`src/core/llab_pkg.sv`:
```
// shared constants for the legacy link to stream bridge
// assumes an apb master with 32-bit data and byte addresses
package llab_pkg;

    // ==========================================================
    // bus geometry
    // ==========================================================
    localparam int ADDR_W = 12; // apb address width
    localparam int BUS_W = 32; // apb data width

    // ==========================================================
    // register byte offsets
    // ==========================================================
    localparam logic [ADDR_W-1:0] REG_CTRL = 12'h000; // control
    localparam logic [ADDR_W-1:0] REG_PUT = 12'h004; // put into holding register
    localparam logic [ADDR_W-1:0] REG_STAT = 12'h008; // status (test)
    localparam logic [ADDR_W-1:0] REG_GET = 12'h00C; // get from receive fifo

    // ==========================================================
    // field positions
    // ==========================================================
    localparam int CTRL_LAST_BIT = 0; // control bit sent with next put
    localparam int CTRL_BLOCK_BIT = 1; // get waits for data when set
    localparam int STAT_HOLD_BIT = 0; // holding register owns unsent word
    localparam int STAT_TXFULL_BIT = 1; // legacy full on transmit side
    localparam int STAT_EXISTS_BIT = 2; // receive data waiting
    localparam int STAT_RXFULL_BIT = 3; // receive fifo full
    localparam int STAT_LAST_BIT = 4; // control bit of waiting word
    localparam int STAT_MODE_BIT = 5; // 1 = stream signalling

    // ==========================================================
    // reset values and sizes
    // ==========================================================
    localparam logic [BUS_W-1:0] CTRL_RST = 32'h0000_0002; // blocking get
    localparam int FIFO_DEPTH = 16; // receive buffer words

    // bus response state
    typedef enum logic [1:0] {
        ST_IDLE = 2'b01,
        ST_RESP = 2'b10
    } llab_apb_st_t;

endpackage : llab_pkg

```
`src/core/llab_bridge.sv`:
```
// receive fifo and the legacy link to stream bridge top
// assumes one clock pclk, apb master on the register side, stream peers outside
// Notes on behaviour
// - offered beat stays until ready accepts it
// - slave ready follows own capacity, not valid
// - transmit side is a stream master
// - receive side is a stream slave
// - stream master never samples ready before offering; legacy writer checks ready (not full) first
// - full and exists flags report link state
// - one 32-bit holding register per master
// - put loads holding register, sent at handshake
// - test reads holding valid, not stream lines
// - static parameter selects stream or legacy
// - blocking get waits, non-blocking never stalls
// - non-blocking latency fixed, blocking may vary
// - word order kept, no loss or duplication
`timescale 1ns/1ps

// ==========================================================
// receive fifo
// ==========================================================
module llab_fifo #(
    parameter int W = 33,
    parameter int DEPTH = 16
) (
    // clock and reset
    input wire logic clk,
    input wire logic rst_n,
    // fill side
    input wire logic in_valid,
    input wire logic [W-1:0] in_data,
    output logic in_ready,
    // drain side
    output logic out_valid,
    output logic [W-1:0] out_data,
    input wire logic out_ready,
    // fill level
    output logic [$clog2(DEPTH+1)-1:0] count
);
    localparam int PW = $clog2(DEPTH);

    // pointers wrap by themselves, hence power-of-two depth
    if (DEPTH < 2 || (DEPTH & (DEPTH - 1)) != 0) begin : g_bad_depth
        $error("fifo depth must be a power of two, at least 2");
    end

    logic [W-1:0] mem [DEPTH]; // storage
    logic [PW-1:0] wr_ptr_r; // next slot to fill
    logic [PW-1:0] rd_ptr_r; // oldest word
    logic [$clog2(DEPTH+1)-1:0] cnt_r; // words held
    logic [$clog2(DEPTH+1)-1:0] cnt_nxt;
    logic in_ready_r; // registered so the port comes from a flop
    logic push;
    logic pop;

    assign push = in_valid & in_ready_r;
    assign pop = out_valid & out_ready;
    assign in_ready = in_ready_r;
    assign out_valid = (cnt_r != '0);
    assign out_data = mem[rd_ptr_r];
    assign count = cnt_r;

    // level after this edge
    always_comb begin
        cnt_nxt = cnt_r;
        if (push && !pop) begin
            cnt_nxt = cnt_r + 1'b1;
        end else if (pop && !push) begin
            cnt_nxt = cnt_r - 1'b1;
        end
    end

    // storage write, no reset needed on data
    always_ff @(posedge clk) begin
        if (push) begin
            mem[wr_ptr_r] <= in_data;
        end
    end

    // pointers, level and ready
    always_ff @(posedge clk or negedge rst_n) begin
        if (!rst_n) begin
            wr_ptr_r <= '0;
            rd_ptr_r <= '0;
            cnt_r <= '0;
            in_ready_r <= 1'b0;
        end else begin
            if (push) begin
                wr_ptr_r <= wr_ptr_r + 1'b1;
            end
            if (pop) begin
                rd_ptr_r <= rd_ptr_r + 1'b1;
            end
            cnt_r <= cnt_nxt;
            // capacity only, never a function of in_valid
            in_ready_r <= (cnt_nxt != DEPTH[$clog2(DEPTH+1)-1:0]);
        end
    end
endmodule : llab_fifo

// ==========================================================
// bridge top
// ==========================================================
module llab_bridge
    import llab_pkg::*;
#(
    parameter int DATA_W = 32, // stream word width
    parameter bit STREAM_AXIS = 1'b1 // 1 = stream handshake, 0 = legacy link
) (
    // clock and reset
    input wire logic pclk,
    input wire logic presetn,
    // apb slave
    input wire logic psel,
    input wire logic penable,
    input wire logic pwrite,
    input wire logic [llab_pkg::ADDR_W-1:0] paddr,
    input wire logic [llab_pkg::BUS_W-1:0] pwdata,
    output logic [llab_pkg::BUS_W-1:0] prdata,
    output logic pready,
    output logic pslverr,
    // outgoing stream (master)
    output logic m_tvalid,
    input wire logic m_tready,
    output logic [DATA_W-1:0] m_tdata,
    output logic m_tlast,
    // incoming stream (slave)
    input wire logic s_tvalid,
    output logic s_tready,
    input wire logic [DATA_W-1:0] s_tdata,
    input wire logic s_tlast
);
    import llab_pkg::*;

    // words are carried in one apb data word
    if (DATA_W < 1 || DATA_W > BUS_W) begin : g_bad_width
        $error("stream width must be 1 to 32 bits");
    end

    // ==========================================================
    // state
    // ==========================================================
    llab_apb_st_t st_r; // bus response state
    logic ctrl_last_r; // control bit for next put
    logic ctrl_block_r; // get waits for data
    logic hold_valid_r; // holding register owns an unsent word
    logic [DATA_W-1:0] hold_data_r; // output holding register
    logic hold_last_r; // its control bit
    logic m_tvalid_r; // offered beat or legacy write pulse
    logic [BUS_W-1:0] prdata_r; // read answer
    logic pready_r; // one-cycle answer
    logic pslverr_r; // unmapped address
    logic pop_due_r; // decided get carried a word, pop it at the answer edge

    // receive fifo wires
    logic rx_valid; // word waiting
    logic rx_pop; // get consumes head
    logic [DATA_W:0] rx_word; // {last, data}
    logic rx_ready; // registered space flag
    logic [$clog2(FIFO_DEPTH+1)-1:0] rx_count;

    // ==========================================================
    // decode
    // ==========================================================
    logic acc; // access phase not yet answered
    logic hit_ctrl;
    logic hit_put;
    logic hit_stat;
    logic hit_get;
    logic tx_accept; // word leaves the holding register
    logic put_ok; // holding register can take a word
    logic get_ok; // get may finish now
    logic go; // answer at next edge
    logic put_fire;
    logic get_fire;
    logic resp; // answer edge, request still held by the master
    logic [BUS_W-1:0] stat_word;

    assign acc = psel & penable & (st_r == ST_IDLE);
    assign hit_ctrl = (paddr == REG_CTRL);
    assign hit_put = (paddr == REG_PUT);
    assign hit_stat = (paddr == REG_STAT);
    assign hit_get = (paddr == REG_GET);

    // stream mode leaves at handshake, legacy at the write pulse
    assign tx_accept = STREAM_AXIS ? (m_tvalid_r & m_tready) : m_tvalid_r;

    // reload allowed in the cycle the old word leaves
    assign put_ok = !hold_valid_r || tx_accept;
    // non-blocking get never stalls the bus
    assign get_ok = rx_valid || !ctrl_block_r;

    assign go = acc && !(pwrite && hit_put && !put_ok) && !(!pwrite && hit_get && !get_ok);
    // side effects wait for the edge at which the master sees pready
    assign resp = psel & penable & (st_r == ST_RESP);
    assign put_fire = resp && pwrite && hit_put;
    assign get_fire = resp && !pwrite && hit_get;
    // a word arriving after an empty get is kept, not lost
    assign rx_pop = get_fire && pop_due_r;

    // status: flags come from internal state, not the stream lines
    always_comb begin
        stat_word = '0;
        stat_word[STAT_HOLD_BIT] = hold_valid_r;
        stat_word[STAT_TXFULL_BIT] = hold_valid_r;
        stat_word[STAT_EXISTS_BIT] = rx_valid;
        stat_word[STAT_RXFULL_BIT] = !rx_ready;
        stat_word[STAT_LAST_BIT] = rx_valid & rx_word[DATA_W];
        stat_word[STAT_MODE_BIT] = STREAM_AXIS;
    end

    // ==========================================================
    // apb response
    // ==========================================================
    // pready rises one edge after the decision; side effects land at the next edge
    always_ff @(posedge pclk or negedge presetn) begin
        if (!presetn) begin
            st_r <= ST_IDLE;
            pready_r <= 1'b0;
            pslverr_r <= 1'b0;
            prdata_r <= '0;
            pop_due_r <= 1'b0;
        end else begin
            case (st_r)
                ST_IDLE: begin
                    if (go) begin
                        st_r <= ST_RESP;
                        pready_r <= 1'b1;
                        pslverr_r <= !(hit_ctrl || hit_put || hit_stat || hit_get);
                        prdata_r <= '0;
                        pop_due_r <= !pwrite && hit_get && rx_valid;
                        if (!pwrite && hit_ctrl) begin
                            prdata_r[CTRL_LAST_BIT] <= ctrl_last_r;
                            prdata_r[CTRL_BLOCK_BIT] <= ctrl_block_r;
                        end else if (!pwrite && hit_stat) begin
                            prdata_r <= stat_word;
                        end else if (!pwrite && hit_get && rx_valid) begin
                            // empty non-blocking get answers zero
                            prdata_r <= BUS_W'(rx_word[DATA_W-1:0]);
                        end
                    end
                end
                ST_RESP: begin
                    // side effects land at this edge, then the master lets go
                    st_r <= ST_IDLE;
                    pop_due_r <= 1'b0;
                    pready_r <= 1'b0;
                    pslverr_r <= 1'b0;
                end
                default: begin
                    st_r <= ST_IDLE;
                    pready_r <= 1'b0;
                    pslverr_r <= 1'b0;
                end
            endcase
        end
    end

    // control register
    always_ff @(posedge pclk or negedge presetn) begin
        if (!presetn) begin
            ctrl_last_r <= CTRL_RST[CTRL_LAST_BIT];
            ctrl_block_r <= CTRL_RST[CTRL_BLOCK_BIT];
        end else if (resp && pwrite && hit_ctrl) begin
            ctrl_last_r <= pwdata[CTRL_LAST_BIT];
            ctrl_block_r <= pwdata[CTRL_BLOCK_BIT];
        end
    end

    // ==========================================================
    // transmit holding register
    // ==========================================================
    // a put in the leaving cycle keeps valid set: load wins over clear
    always_ff @(posedge pclk or negedge presetn) begin
        if (!presetn) begin
            hold_valid_r <= 1'b0;
            hold_data_r <= '0;
            hold_last_r <= 1'b0;
        end else begin
            if (put_fire) begin
                hold_valid_r <= 1'b1;
                hold_data_r <= pwdata[DATA_W-1:0];
                hold_last_r <= ctrl_last_r;
            end else if (tx_accept) begin
                hold_valid_r <= 1'b0;
            end
        end
    end

    // valid: held beat in stream mode, single write pulse in legacy mode
    always_ff @(posedge pclk or negedge presetn) begin
        if (!presetn) begin
            m_tvalid_r <= 1'b0;
        end else if (STREAM_AXIS) begin
            // offered whenever a word is held; ready is not looked at first
            m_tvalid_r <= put_fire || (hold_valid_r && !tx_accept);
        end else begin
            // legacy writer consults full (= not ready) before writing
            m_tvalid_r <= hold_valid_r && !m_tvalid_r && m_tready;
        end
    end

    assign m_tvalid = m_tvalid_r;
    assign m_tdata = hold_data_r;
    assign m_tlast = hold_last_r;

    // ==========================================================
    // receive path
    // ==========================================================
    // legacy writers honour full, so push is valid and ready in both modes
    llab_fifo #(
        .W(DATA_W + 1),
        .DEPTH(FIFO_DEPTH)
    ) u_rx_fifo (
        .clk(pclk),
        .rst_n(presetn),
        .in_valid(s_tvalid),
        .in_data({s_tlast, s_tdata}),
        .in_ready(rx_ready),
        .out_valid(rx_valid),
        .out_data(rx_word),
        .out_ready(rx_pop),
        .count(rx_count)
    );

    assign s_tready = rx_ready;
    assign prdata = prdata_r;
    assign pready = pready_r;
    assign pslverr = pslverr_r;
endmodule : llab_bridge

```
`config.mk`:
```
export PLATFORM = sky130hd
export DESIGN_NAME = llab_bridge
export DESIGN_NICKNAME = d
export VERILOG_FILES = /design/src/core/llab_pkg.sv /design/src/core/llab_bridge.sv
export SDC_FILE = /design/constraint.sdc
export NUM_CORES = 1
export LEC_CHECK = 0
export BUFFER_PORTS_ARGS = -buffer_cell sky130_fd_sc_hd__buf_4
export CORE_MARGIN = 4
export CORE_UTILIZATION = 40
export CTS_CLUSTER_SIZE = 12
export DETAILED_ROUTE_END_ITERATION = 12
export SETUP_SLACK_MARGIN = 0.5
export SLEW_MARGIN = 20
export SYNTH_ARGS = -nofsm -noshare
export SYNTH_HDL_FRONTEND = slang
export SYNTH_SLANG_ARGS = --single-unit
```
`constraint.sdc`:
```
create_clock -name pclk -period 11.5 [get_ports pclk]
set_input_delay 0 -clock pclk [delete_from_list [all_inputs] [get_ports pclk]]
set_output_delay 0 -clock pclk [all_outputs]
set_load 0.01 [all_outputs]
```
== After elaboration in Yosys (flattened, before gate mapping) ==
Memory sizes are Yosys's and may differ from the RTL's.
Index checks and enable logic that the tools add are counted.
W data, S select, Z words.

* Register bits after elaboration: 88
* Memory bits (writable): 528
* Bits of input ports: 84
* Word-level logic and storage cells: 94
* Memories: 1

* $add $sub $neg: 4
* Equal/unequal tests: 7
* Muxes and demuxes: 18
* Bitwise logic cells: 7
* Reduce and logical (&&, ||, !) cells: 42

{| class="wikitable"
|+ Memory list
! name !! words !! width !! rd ports !! clocked after Yosys merged registers in !! wr ports !! RTL line !! RTL
|-
| u_rx_fifo.mem || 16 || 33 || 1 || 0 || 1 || llab_bridge.sv:47 || <nowiki>logic [W-1:0] mem [DEPTH];</nowiki>
|}

{| class="wikitable"
|+ Operators by type and width
! cell !! count
|-
| $mux W32 || 2
|-
| $mux W30 || 1
|-
| $eq A12 B4 Y1 const B || 2
|-
| $logic_and A1 B1 Y1 || 18
|-
| $eq A12 B3 Y1 const B || 1
|-
| $logic_not A1 Y1 || 12
|-
| $logic_not A12 Y1 || 1
|-
| $mux W5 || 2
|-
| $mux W1 || 9
|-
| $add A4 B1 Y4 const B || 2
|-
| $and A1 B1 Y1 || 7
|-
| $logic_or A1 B1 Y1 || 6
|-
| $mux W2 || 3
|-
| $add A5 B1 Y5 const B || 1
|-
| $ne A5 B5 Y1 const B || 1
|-
| $reduce_bool A5 Y1 || 1
|-
| $sub A5 B1 Y5 const B || 1
|-
| $reduce_and A2 Y1 || 2
|-
| $reduce_bool A2 Y1 || 2
|-
| $eq A2 B1 Y1 const B || 1
|-
| $eq A2 B2 Y1 const B || 1
|-
| $ne A2 B2 Y1 const B || 1
|-
| $pmux W1 S2 || 1
|}

== Logic depth before layout (Yosys ltp) ==
Gate-level depths: netlist of run 1.

* Depth in word-level cells: 10
* Mapped depth: 10

== Cells and area by module ==
A second synthesis of run 1 with hierarchy kept.

* Cell total of the unflattened synthesis: 1082
* Area total of the unflattened synthesis: 23920.4 sq um

{| class="wikitable"
|+ By module, submodules not included
! module !! instances !! cells an instance !! area each (sq um) !! seq. area each (sq um)
|-
| llab_fifo || 1 || 823 || 20594.8 || 16205.5
|-
| llab_bridge || 1 || 259 || 3325.7 || 1829.3
|}

== Worst setup path before layout of run 1 ==
OpenSTA, ideal clock, no wires.

* Path kind: reg2reg
* Start point: reg u_rx_fifo.in_ready_r (netlist: u_rx_fifo.in_ready)
* End point: mem u_rx_fifo.mem[3][0] (enable)
* Arrival time: 3.338 ns
* Setup slack: 7.697 ns
* Cell stages (with the launch flop): 5
* Path buffers: 1
* Clock period less this slack: 3.803 ns
* Path through: dfrtp_1 and2_1 clkbuf_1 nand2_1 nor3_1

* Longest elaborated chain between the ends: 3

{| class="wikitable"
|+ RTL lines
! what !! RTL line !! RTL
|-
| start: declaration || llab_bridge.sv:52 || <nowiki>logic in_ready_r;</nowiki>
|-
| start signal: assignment || llab_bridge.sv:96 || <nowiki>in_ready_r <= (cnt_nxt != DEPTH[$clog2(DEPTH+1)-1:0]);</nowiki>
|-
| $and A1 B1 Y1 || llab_bridge.sv:56 || <nowiki>assign push = in_valid & in_ready_r;</nowiki>
|-
| $mux W1 || llab_bridge.sv:75 || <nowiki>if (push) begin</nowiki>
|-
| $mux W1 (implied by the code) || llab_bridge.sv:76 || <nowiki>mem[wr_ptr_r] <= in_data;</nowiki>
|-
| end: declaration || llab_bridge.sv:47 ||
|}

Every way passes these cells.

== Final worst setup path of run 1 ==
* Start point: reg u_rx_fifo.cnt_r[0] (netlist: u_rx_fifo.count[0])
* End point: reg prdata_r[1] (netlist: prdata[1])

* Longest elaborated chain between the ends: 7
* Elaborated cells on any way between the ends: 11

{| class="wikitable"
|+ RTL lines
! what !! RTL line !! RTL
|-
| start: declaration || llab_bridge.sv:50 || <nowiki>logic [$clog2(DEPTH+1)-1:0] cnt_r;</nowiki>
|-
| start signal: assignment || llab_bridge.sv:94 || <nowiki>cnt_r <= cnt_nxt;</nowiki>
|-
| $reduce_bool A5 Y1 (*) || llab_bridge.sv:59 || <nowiki>assign out_valid = (cnt_r != '0);</nowiki>
|-
| $logic_or A1 B1 Y1 || llab_bridge.sv:191 || <nowiki>assign get_ok = rx_valid || !ctrl_block_r;</nowiki>
|-
| $logic_not A1 Y1 || llab_bridge.sv:193 || <nowiki>assign go = acc && !(pwrite && hit_put && !put_ok) && !(!pwrite && hit_get && !get_ok);</nowiki>
|-
| $logic_and A1 B1 Y1 || llab_bridge.sv:193 ||
|-
| $logic_not A1 Y1 || llab_bridge.sv:193 ||
|-
| $logic_and A1 B1 Y1 || llab_bridge.sv:193 ||
|-
| $reduce_and A2 Y1 (no line) || - ||
|-
| end signal: indexed assignment || llab_bridge.sv:233 || <nowiki>prdata_r[CTRL_LAST_BIT] <= ctrl_last_r;</nowiki>
|-
| end signal: indexed assignment || llab_bridge.sv:234 || <nowiki>prdata_r[CTRL_BLOCK_BIT] <= ctrl_block_r;</nowiki>
|-
| end signal: assignment || llab_bridge.sv:236 || <nowiki>prdata_r <= stat_word;</nowiki>
|-
| end: declaration || llab_bridge.sv:150 || <nowiki>logic [BUS_W-1:0] prdata_r;</nowiki>
|}

Every way passes the cells marked *; elsewhere a longest branch is shown, timed or not.
A chain may end at the register's enable or synchronous reset.

==> flow_summary.json, run 1 <==
{
  "initialDrtViolationCount": 881,
  "period_minus_slack_ns": 3.62,
  "tritoncts_clock_tree": "built",
  "worstPathBufferInverterCount": 3,
  "maxSlewHeadroom": 0.277,
  "grt_start_max_net_pins": 99,
  "area.sequential_um2": 18000,
  "placed_area_um2": 25800,
  "numPortBuffers": 152,
  "cts.root.buffer_cell": "sky130_fd_sc_hd__clkbuf_16",
  "cts_sinks": 615,
  "post-synth-top-count-cell": "sky130_fd_sc_hd__edfxtp_1",
  "final_setup_skew_ns": 0.0375,
  "fillCellCount": 4664,
  "num_io_pins": 153,
  "rrSetupSlack_ns": 7.88,
  "power.static_leakage_nw": 9.68,
  "ys_ff_latch": 615,
  "yosys.cell_types.count": 50,
  "synth_ff_type": "sky130_fd_sc_hd__edfxtp_1",
  "first_pass_grt_wire_length_mm": 81.6,
  "achievable-frequency_mhz": 276,
  "synth_edf_count": 528,
  "critical_path_class": "reg -> reg",
  "grt_overflow_total": 0,
  "worstReg2RegEnd": "prdata[1]",
  "drv_slew": 0,
  "cts_inserted_buffers": 61,
  "rsz0062_at_grt": "false",
  "path_clk_slew_ns": 0.06,
  "crit_required_ns": 12.05,
  "irDropWorstVdd_mv": 0.111,
  "setup_total_negative_slack_ns": 0,
  "timing.critical_path.cells": "inv_1, ha_1, nor4b_1, a31oi_1, o2111a_1, inv_2, nor2_1, a221oi_1, dlygate4sd3_1",
  "rows": 88,
  "yosys-top-cells-area": "sky130_fd_sc_hd__edfxtp_1 (67%), sky130_fd_sc_hd__mux4_2 (16%), sky130_fd_sc_hd__dfrtp_1 (9.0%), sky130_fd_sc_hd__mux2_2 (1.8%), sky130_fd_sc_hd__nand2_1 (0.76%)",
  "synth.yosys.warnings": 0,
  "routed-via-count": 11722,
  "grt_usage": 0.172,
  "drc": 0,
  "coreArea_um2": 58000,
  "worst_path_setup_slack_after_routing_ns": 7.88,
  "number_of_cells_traversed_by_the_worst_register_to_register_path": 9,
  "critical-path-slowest-cell": "sky130_fd_sc_hd__inv_2",
  "setup.worst_path.start_class": "register",
  "r2r_start": "u_rx_fifo.count[0]",
  "cp_data_arrival_time_ns": 4.17,
  "worst_margin_slew_ns": 1.08,
  "yosysSeqAreaShare": 0.765,
  "synth.cells.most_frequent": "sky130_fd_sc_hd__edfxtp_1 (528), sky130_fd_sc_hd__mux4_2 (164), sky130_fd_sc_hd__dfrtp_1 (85), sky130_fd_sc_hd__nand2_1 (48), sky130_fd_sc_hd__mux2_2 (37)",
  "multiInputGateArea_um2": 5310,
  "drv_cap": 0,
  "syn_avg_cell_area_um2": 21.7,
  "cts-root-to-sink-buffers": 3,
  "area.growth.synth_to_final_pct": 21.1,
  "number_of_setup_buffers_added_after_cts": 0,
  "final_hold_viol_count": 0,
  "gp_congestion": 0.786,
  "finish.instance_area_um2": 28600,
  "drt_pass1_iterations": 5,
  "initial_utilization": 0.407,
  "netlist.top_cell.by_area": "sky130_fd_sc_hd__edfxtp_1",
  "crit_path_end_kind": "register",
  "netlist_instances": 1085,
  "post_drt_via_cell_ratio": 5.37,
  "routed_wire_length_per_instance_um": 25.0,
  "vias_in_the_first_global_route": 12245,
  "dieWidth_um": 251,
  "hold_class": "in -> async",
  "report.final.setup_viol": 0,
  "family_with_the_most_delay_on_the_worst_path": "buffers and inverters",
  "worst-path-max-fanout": 37,
  "grt_antenna_before_repair": 4,
  "floorplan.die_area_um2": 62900,
  "synth_fp_nets": 1177,
  "asyncSetResetFlopFracSynth": 0.141,
  "run_status": "finished clean",
  "layout_worst_path_cycle_share": 0.315,
  "dp.final_hpwl_mm": 28.8,
  "clk-insertion-delay-late_ns": 0.65,
  "place_worst_setup_slack_ns": 8.20,
  "power.density_cell_area_nw_per_um2": 175,
  "critPathMaxStageDelay_ns": 0.78,
  "chipHeight_um": 251,
  "post_synth_instance_area_um2": 23600,
  "drt_wl_total_mm": 54.5,
  "layout-drive-gt1-share": 0.345,
  "htreeDepth": 2,
  "final_antenna_net_count": 0,
  "yosysTopAreaCellShare": 0.672,
  "finish.net_count": 1453
}
## registers in the layout, summed over array words and instances, names as in the netlist, 2 cells and up
register	count
u_rx_fifo.wr_ptr_r	4
prdata	32
st_r	2
u_rx_fifo.count	5
u_rx_fifo.mem	528
m_tdata	32
u_rx_fifo.rd_ptr_r	4
## area by class of cell
cell class | count | share of cell area
diodes | 4 | 0.000350
clock buffers | 104 | 0.0615
clock inverters | 12 | 0.00469
inverters | 36 | 0.00473
multi-input cells | 383 | 0.186
flip-flops and latches | 615 | 0.632
well taps | 765 | 0.0335
repair buffers | 264 | 0.0774
## power breakdown
part	internal [W]	total, W	leakage (nW)	switching, W
Sequential	0.00264	0.00270	5.94	0.0000630
Combinational	0.000152	0.000442	2.84	0.000290
Clock	0.00104	0.00186	0.905	0.000820
## worst reg2reg max path, stage by stage, from the launching register on
cell and delay (ns):
sky130_fd_sc_hd__dfrtp_1 0.43, sky130_fd_sc_hd__inv_1 0.15, sky130_fd_sc_hd__ha_1 0.18, sky130_fd_sc_hd__nor4b_1 0.47, sky130_fd_sc_hd__a31oi_1 0.16, sky130_fd_sc_hd__o2111a_1 0.35, sky130_fd_sc_hd__inv_2 0.78, sky130_fd_sc_hd__nor2_1 0.17
sky130_fd_sc_hd__a221oi_1 0.27, sky130_fd_sc_hd__dlygate4sd3_1 0.58
## stage by stage
stage | hold slack [ns] | power (W) | utilization | instances
2_1_floorplan | -0.296 | 0.00294 | - | 1085
3_3_place_gp | 0.179 | 0.00316 | 0.445 | 1976
3_5_place_dp | 0.168 | 0.00317 | 0.445 | 1976
4_1_cts | 0.0122 | 0.00507 | 0.492 | 2179
5_1_grt | 0.0605 | 0.00520 | 0.492 | 2180
6_report | 0.0289 | 0.00500 | 0.492 | 2183
## what timing repair did
item | CTS | global route
hold buffers | 87 | 0
resized for setup | 0 | 0
endpoints found under the hold margin | 632 | 0
## per-layer routing
metal	vias up	share of wire	global-route usage
met4	2	0.016	0.0417
met1	6254	0.42	0.241
met3	73	0.067	0.0329
met2	397	0.49	0.284
li1	4996	-	-
met5	-	0.00024	0
## how the worst max path moves through the flow
stage / start / endpoint / slack [ns] / depth (start not counted)
finish: u_rx_fifo.count[0] / prdata[1] / 7.88 / 9
global route: u_rx_fifo.count[0] / prdata[1] / 7.66 / 9
CTS: u_rx_fifo.count[0] / prdata[1] / 7.84 / 9
detailed placement: u_rx_fifo.rd_ptr_r[1] / prdata[4] / 8.20 / 5
global placement: u_rx_fifo.rd_ptr_r[1] / prdata[4] / 8.22 / 5
floorplan: u_rx_fifo.in_ready / u_rx_fifo.mem[3][0] / 7.70 / 4
## cell usage in the layout (no fill, tap or decap), types with 8 or more instances in the layout
master,synthesis,final
sky130_fd_sc_hd__o21ai_0,29,29
sky130_fd_sc_hd__nand2_1,48,48
sky130_fd_sc_hd__ha_1,8,8
sky130_fd_sc_hd__dlygate4sd3_1,0,87
sky130_fd_sc_hd__clkbuf_1,23,36
sky130_fd_sc_hd__buf_4,0,176
sky130_fd_sc_hd__mux4_2,164,164
sky130_fd_sc_hd__inv_1,35,35
sky130_fd_sc_hd__dfrtp_1,85,81
sky130_fd_sc_hd__clkbuf_16,0,61
sky130_fd_sc_hd__edfxtp_1,528,528
sky130_fd_sc_hd__nor2_4,0,12
sky130_fd_sc_hd__mux2_2,37,37
## kinds of logic (layout without fill, tap and decap cells)
logic type               count (synthesis)  after routing  synth area share
flip-flops                             615            615             0.765
multiplexers                           206            206             0.177
AND/OR/NAND/NOR                        113            113            0.0244
buffers and inverters                   87            416            0.0149
AO/OA/AOI/OAI                           46             46            0.0114
XOR/XNOR                                10             10           0.00371
adder cells (fa/ha/maj)                  8              8           0.00424
other                                    0              4                 0
No activity file was read; power rests on OpenSTA's default activity.
==> run 2: changes to the inputs <==
- clock period: 11.5 -> 3.1 ns (I/O delays scaled with it)
==> flow_summary.json, run 2 (synthesized netlist as in run 1, its figures left out) <==
{
  "grt_start_max_net_pins": 49,
  "critical-path-slowest-cell": "sky130_fd_sc_hd__or4b_4",
  "area.growth.synth_to_final_pct": 23.0,
  "max_flop_register": "u_rx_fifo.mem",
  "first_pass_grt_wire_length_mm": 81.8,
  "drv_cap": 0,
  "drt_wl_total_mm": 54.5,
  "maxSlewHeadroom": 0.370,
  "routed_wire_length_per_instance_um": 24.8,
  "number_of_setup_buffers_added_after_cts": 0,
  "holdPathEnd": "u_rx_fifo.count[3]",
  "p_total_w": 0.0191,
  "tritoncts_clock_tree": "built",
  "path_clk_slew_ns": 0.05,
  "worst_path_setup_slack_after_routing_ns": 0.604,
  "cts_sinks": 615,
  "run_status": "finished clean",
  "achievable-frequency_mhz": 401,
  "setup.worst_path.start_class": "register",
  "critical_path_class": "reg -> reg",
  "htreeDepth": 3,
  "coreArea_um2": 58000,
  "gp_congestion": 0.725,
  "num_io_pins": 153,
  "worst-path-max-fanout": 6,
  "grt_antenna_before_repair": 3,
  "mostFrequentLayoutCell": "sky130_fd_sc_hd__edfxtp_1",
  "p_int_w": 0.0147,
  "chipHeight_um": 251,
  "worst_margin_slew_ns": 0.945,
  "switching_share": 0.229,
  "final_setup_skew_ns": 0.0268,
  "clk-insertion-delay-late_ns": 0.59,
  "cts.root.buffer_cell": "sky130_fd_sc_hd__clkbuf_16",
  "largest_reg_flops": 528,
  "pwr-share-clk": 0.382,
  "crit_path_end_kind": "register",
  "rsz0062_at_grt": "false",
  "rrSetupSlack_ns": 0.60,
  "vias_in_the_first_global_route": 12450,
  "irDropWorstVdd_mv": 0.402,
  "layout-drive-gt1-share": 0.364,
  "dieWidth_um": 251,
  "power.static_leakage_nw": 9.89,
  "sequentialPowerShare": 0.527,
  "critPathMaxStageDelay_ns": 0.47,
  "dp.final_hpwl_mm": 30.5,
  "timing.critical_path.cells": "inv_2, ha_1, or4b_4, and3_4, and3_4, mux2i_4, xor2_2, or4b_1",
  "grt_overflow_total": 0,
  "cp_data_arrival_time_ns": 2.93,
  "comb_power_share": 0.091,
  "post_drt_via_cell_ratio": 5.30,
  "cts-root-to-sink-buffers": 3,
  "finish.net_count": 1476,
  "initial_utilization": 0.407,
  "hold-path-cell-count": 6,
  "place_worst_setup_slack_ns": 0.562,
  "grt_usage": 0.174,
  "drv_slew": 0,
  "drc": 0,
  "crit_required_ns": 3.53,
  "final_hold_viol_count": 0,
  "initialDrtViolationCount": 825,
  "period_minus_slack_ns": 2.50,
  "switchingPower_w": 0.00436,
  "r2r_start": "u_rx_fifo.count[0]",
  "drt_pass1_iterations": 7,
  "report.final.setup_viol": 0,
  "numPortBuffers": 152,
  "hp-start": "paddr[7]",
  "hold_class": "in -> reg",
  "cts_inserted_buffers": 66,
  "floorplan.die_area_um2": 62900,
  "routed-via-count": 11630,
  "mostFrequentLayoutCells": "sky130_fd_sc_hd__edfxtp_1 (528), sky130_fd_sc_hd__buf_4 (185), sky130_fd_sc_hd__mux4_2 (164), sky130_fd_sc_hd__dfrtp_1 (81), sky130_fd_sc_hd__dlygate4sd3_1 (79)",
  "number_of_cells_traversed_by_the_worst_register_to_register_path": 8,
  "critical_path.most_common_cell": "sky130_fd_sc_hd__and3_4",
  "setup_total_negative_slack_ns": 0,
  "final_antenna_net_count": 0,
  "worstReg2RegEnd": "u_rx_fifo.in_ready",
  "power.density_cell_area_nw_per_um2": 657,
  "layout_worst_path_cycle_share": 0.805,
  "rows": 88
}
run 2: cell types whose count changed in the layout (fill, tap and decap cells not counted), moves of 4 or more:
cell                            delta
sky130_fd_sc_hd__nor3_2            -4
sky130_fd_sc_hd__nor3_4            +4
sky130_fd_sc_hd__buf_12           +17
sky130_fd_sc_hd__clkbuf_16         +6
sky130_fd_sc_hd__clkbuf_8          -5
sky130_fd_sc_hd__clkbuf_1          -9
sky130_fd_sc_hd__dlygate4sd3_1     -8
sky130_fd_sc_hd__buf_4             +9
run 2: power by group through the flow:
stage,clock network [W],registers [W],logic (W)
after floorplan,0,0.0101,0.000802
after global placement,0,0.0102,0.00165
after detailed placement,0,0.0102,0.00168
after CTS,0.00749,0.0100,0.00176
after global routing,0.00783,0.0101,0.00186
final,0.00728,0.0100,0.00174
run 2: cell type report:
| class | instances | area [um2] |
|---|---|---|
| timing repair buffer | 282 | 2540 |
| tap | 765 | 957 |
| sequential | 615 | 18000 |
| multi-input combinational | 383 | 5360 |
| fill | 4614 | 29000 |
| antenna | 1 | 2.50 |
| inverter | 36 | 135 |
| clock inverter | 15 | 168 |
| clock buffer | 96 | 1810 |
run 2: layer usage:
| metal | vias up | GRT usage | part of all wire |
|---|---|---|---|
| met1 | 6164 | 0.232 | 0.42 |
| met2 | 346 | 0.298 | 0.51 |
| met5 | - | 0 | 0.00024 |
| li1 | 5037 | - | - |
| met3 | 81 | 0.0358 | 0.053 |
| met4 | 2 | 0.0409 | 0.020 |
run 2: critical path, delay by kind of cell (launching register included):
family / cells / cell delay [ns]
AND/OR/NAND/NOR: 4 / 1.32
adder cells (fa/ha/maj): 1 / 0.16
buffers and inverters: 1 / 0.11
XOR/XNOR: 1 / 0.18
multiplexers: 1 / 0.18
flip-flops: 1 / 0.42
run 2: stage by stage:
| stage | util | instances | cell area [um2] | hold WS, ns |
|---|---|---|---|---|
| final | 0.500 | 2193 | 29000 | 0.0273 |
| after global routing | 0.500 | 2193 | 29000 | 0.0370 |
| after CTS | 0.500 | 2192 | 29000 | 0.0114 |
| after detailed placement | 0.452 | 2002 | 26200 | 0.195 |
| after global placement | 0.452 | 2002 | 26200 | 0.183 |
| after floorplan | - | 1085 | 23600 | -0.296 |
run 2: worst max path at each step:
stage | startpoint | to | depth (start not counted)
after CTS | u_rx_fifo.count[0] | pop_due_r | 9
after floorplan | u_rx_fifo.in_ready | u_rx_fifo.mem[7][0] | 4
after global placement | u_rx_fifo.count[0] | pop_due_r | 9
after global routing | u_rx_fifo.count[0] | u_rx_fifo.in_ready | 8
final | u_rx_fifo.count[0] | u_rx_fifo.in_ready | 8
after detailed placement | u_rx_fifo.count[0] | u_rx_fifo.in_ready | 8
run 2: timing repair:
item | CTS | global route
setup endpoints to repair | 0 | 33
hold buffers | 79 | 0
hold endpoints to repair | 622 | 0
gates resized for setup | 0 | 7
==> run 3: changes to the inputs <==
- ABC_AREA: not set -> 1
- clock period: 3.1 -> 2.4 ns (I/O delays scaled with it)
==> flow_summary.json, run 3 <==
{
  "setup.worst_path.start_class": "register",
  "yosysSeqAreaShare": 0.733,
  "layout-drive-gt1-share": 0.188,
  "num_io_pins": 153,
  "final_antenna_net_count": 0,
  "drt_wl_total_mm": 68.9,
  "gp_congestion": 0.808,
  "sequentialPowerShare": 0.521,
  "post_synth_instance_area_um2": 24600,
  "finish.net_count": 2340,
  "dieWidth_um": 256,
  "chipHeight_um": 256,
  "grt_usage": 0.200,
  "drv_slew": 0,
  "cp_data_arrival_time_ns": 2.41,
  "placed_area_um2": 27100,
  "clk-insertion-delay-late_ns": 0.60,
  "layout_worst_path_cycle_share": 0.787,
  "irDropWorstVdd_mv": 0.430,
  "ys_ff_latch": 615,
  "vias_in_the_first_global_route": 16605,
  "final_setup_skew_ns": 0.0192,
  "netlist.top_cell.by_area": "sky130_fd_sc_hd__edfxtp_1",
  "layout.core_utilization": 0.507,
  "max_flop_register": "u_rx_fifo.mem",
  "worst_margin_slew_ns": 0.572,
  "synth_fp_nets": 2059,
  "drt_pass1_iterations": 8,
  "mostFrequentLayoutCells": "sky130_fd_sc_hd__nand2_1 (534), sky130_fd_sc_hd__edfxtp_1 (528), sky130_fd_sc_hd__nand3_1 (202), sky130_fd_sc_hd__buf_4 (195), sky130_fd_sc_hd__a21oi_1 (190)",
  "worst-path-max-fanout": 18,
  "report.final.setup_viol": 0,
  "area.growth.synth_to_final_pct": 24.7,
  "grt_start_max_net_pins": 62,
  "final_hold_viol_count": 0,
  "asyncSetResetFlopFracSynth": 0.141,
  "yosys.cell_types.count": 37,
  "finish.instance_area_um2": 30700,
  "routed_wire_length_per_instance_um": 22.4,
  "cts_sinks": 615,
  "rows": 90,
  "synth.cells.most_frequent": "sky130_fd_sc_hd__nand2_1 (543), sky130_fd_sc_hd__edfxtp_1 (528), sky130_fd_sc_hd__nand3_1 (204), sky130_fd_sc_hd__a21oi_1 (191), sky130_fd_sc_hd__dfrtp_1 (85)",
  "cts-root-to-sink-buffers": 3,
  "comb_power_share": 0.094,
  "switching_share": 0.238,
  "grt_antenna_before_repair": 1,
  "first_pass_grt_wire_length_mm": 102,
  "routed-via-count": 16843,
  "cts.root.buffer_cell": "sky130_fd_sc_hd__clkbuf_16",
  "netlist_instances": 1967,
  "run_status": "finished clean",
  "power.static_leakage_nw": 11.8,
  "achievable-frequency_mhz": 530,
  "rsz0062_at_grt": "true",
  "numPortBuffers": 152,
  "mostFrequentLayoutCell": "sky130_fd_sc_hd__nand2_1",
  "pwr-share-clk": 0.385,
  "fin_hold_ws_ns": 0.0576,
  "post-synth-top-count-cell": "sky130_fd_sc_hd__nand2_1",
  "grt_overflow_total": 0,
  "post_drt_via_cell_ratio": 5.47,
  "coreArea_um2": 60600,
  "synth.yosys.warnings": 0,
  "yosys-top-cells-area": "sky130_fd_sc_hd__edfxtp_1 (64%), sky130_fd_sc_hd__dfrtp_1 (8.6%), sky130_fd_sc_hd__nand2_1 (8.3%), sky130_fd_sc_hd__nand3_1 (4.1%), sky130_fd_sc_hd__a21oi_1 (3.9%)",
  "path_clk_slew_ns": 0.06,
  "p_int_w": 0.0188,
  "maxSlewHeadroom": 0.619,
  "hold_class": "in -> reg",
  "dp.final_hpwl_mm": 32.9,
  "tritoncts_clock_tree": "built",
  "htreeDepth": 3,
  "switchingPower_w": 0.00586,
  "crit_path_end_kind": "register",
  "drv_cap": 0,
  "p_total_w": 0.0247,
  "cts_inserted_buffers": 66,
  "largest_reg_flops": 528,
  "synth_edf_count": 528,
  "crit_required_ns": 2.93,
  "initialDrtViolationCount": 1743,
  "period_minus_slack_ns": 1.89,
  "floorplan.die_area_um2": 65600,
  "yosysTopAreaCellShare": 0.644,
  "power.density_cell_area_nw_per_um2": 804,
  "fillCellCount": 5111,
  "syn_avg_cell_area_um2": 12.5,
  "initial_utilization": 0.406,
  "setup_total_negative_slack_ns": 0,
  "critical_path_class": "reg -> reg",
  "drc": 0,
  "synth_ff_type": "sky130_fd_sc_hd__edfxtp_1"
}
run 3: changes by cell type after synthesis, sizes merged, moves of 7 or more:
| cell | previous run | this run |
|---|---|---|
| mux2 | 37 | 30 |
| nand3 | 5 | 204 |
| mux4 | 164 | 0 |
| buf | 28 | 90 |
| nor2 | 19 | 56 |
| nand2 | 48 | 546 |
| a22oi | 0 | 82 |
| a21oi | 4 | 191 |
run 3: worst max-delay path, stage by stage (launching register included):
cell and delay [ns]:
sky130_fd_sc_hd__dfrtp_4 0.60, sky130_fd_sc_hd__inv_12 0.14, sky130_fd_sc_hd__buf_4 0.14, sky130_fd_sc_hd__clkbuf_16 0.17, sky130_fd_sc_hd__a21oi_1 0.07, sky130_fd_sc_hd__a22oi_1 0.21
sky130_fd_sc_hd__nand2_1 0.08, sky130_fd_sc_hd__nand3_1 0.09, sky130_fd_sc_hd__nand3_1 0.08, sky130_fd_sc_hd__nand2_1 0.08, sky130_fd_sc_hd__o211ai_1 0.08, sky130_fd_sc_hd__nand2_1 0.07
run 3: stage by stage:
stage / cells / worst slack (ns)
detailed placement: 2839 / 0.309
global placement: 2839 / 0.360
finish: 3079 / 0.512
global route: 3079 / 0.416
floorplan: 1967 / 0.467
CTS: 3050 / 0.502
run 3: path summary, 6_finish.rpt:
check | from | to | slack [ns] | cells past startpoint
worst max-delay path | u_rx_fifo.rd_ptr_r[0] | prdata[1] | 0.51 | 11
worst min-delay path | penable | st_r[1] | 0.06 | 6
worst max register to register | u_rx_fifo.rd_ptr_r[0] | prdata[1] | 0.51 | 11
worst min register to register | ctrl_last_r | ctrl_last_r | 0.49 | 2
max in group asynchronous | presetn | u_rx_fifo.count[3] | 0.98 | 4
min in group asynchronous | presetn | prdata[31] | 0.49 | 3
run 3: final cells by class:
cell class,instances,area (um2),area share
tap,782,978,0.0319
multi-input combinational,1190,6050,0.197
timing repair buffer,328,3400,0.111
clock buffer,105,1920,0.0626
antenna,1,2.50,0.0000815
clock inverter,11,63.8,0.00208
inverter,43,204,0.00664
timing repair inverter,4,42.5,0.00139
sequential,615,18000,0.588
run 3: kinds of logic (layout without fill, tap and decap cells):
family          after synthesis  in the layout  synth area share
simple gates                827            827             0.140
fa+ha+maj                     8              8           0.00407
buf+inv                     162            491            0.0308
compound gates              317            317            0.0755
flops                       615            615             0.733
other cells                   0              1                 0
xor+xnor                      8              8           0.00285
mux                          30             30            0.0137
run 3: layer usage:
layer,vias up,wire (um),GRT usage
met2,657,32600,0.324
li1,7650,-,-
met4,0,1740,0.0646
met3,119,4920,0.0347
met1,8417,29600,0.276
met5,-,0,0
run 3: repair_timing:
action / 4_1_cts / 5_1_grt
setup endpoints to repair: 130 / 89
pin swaps: 4 / 9
cloned: 7 / 10
endpoints found under the hold margin: 619 / 0
gates resized for setup: 20 / 32
hold buffers: 80 / 0
buffers inserted: 8 / 18
run 3: power groups by stage:
stage          Combinational (W)  Clock, W  Sequential (W)
2_1_floorplan            0.00111         0          0.0130
3_3_place_gp             0.00207         0          0.0130
3_5_place_dp             0.00212         0          0.0130
4_1_cts                  0.00226   0.00965          0.0128
5_1_grt                  0.00252    0.0101          0.0129
6_report                 0.00233   0.00950          0.0128
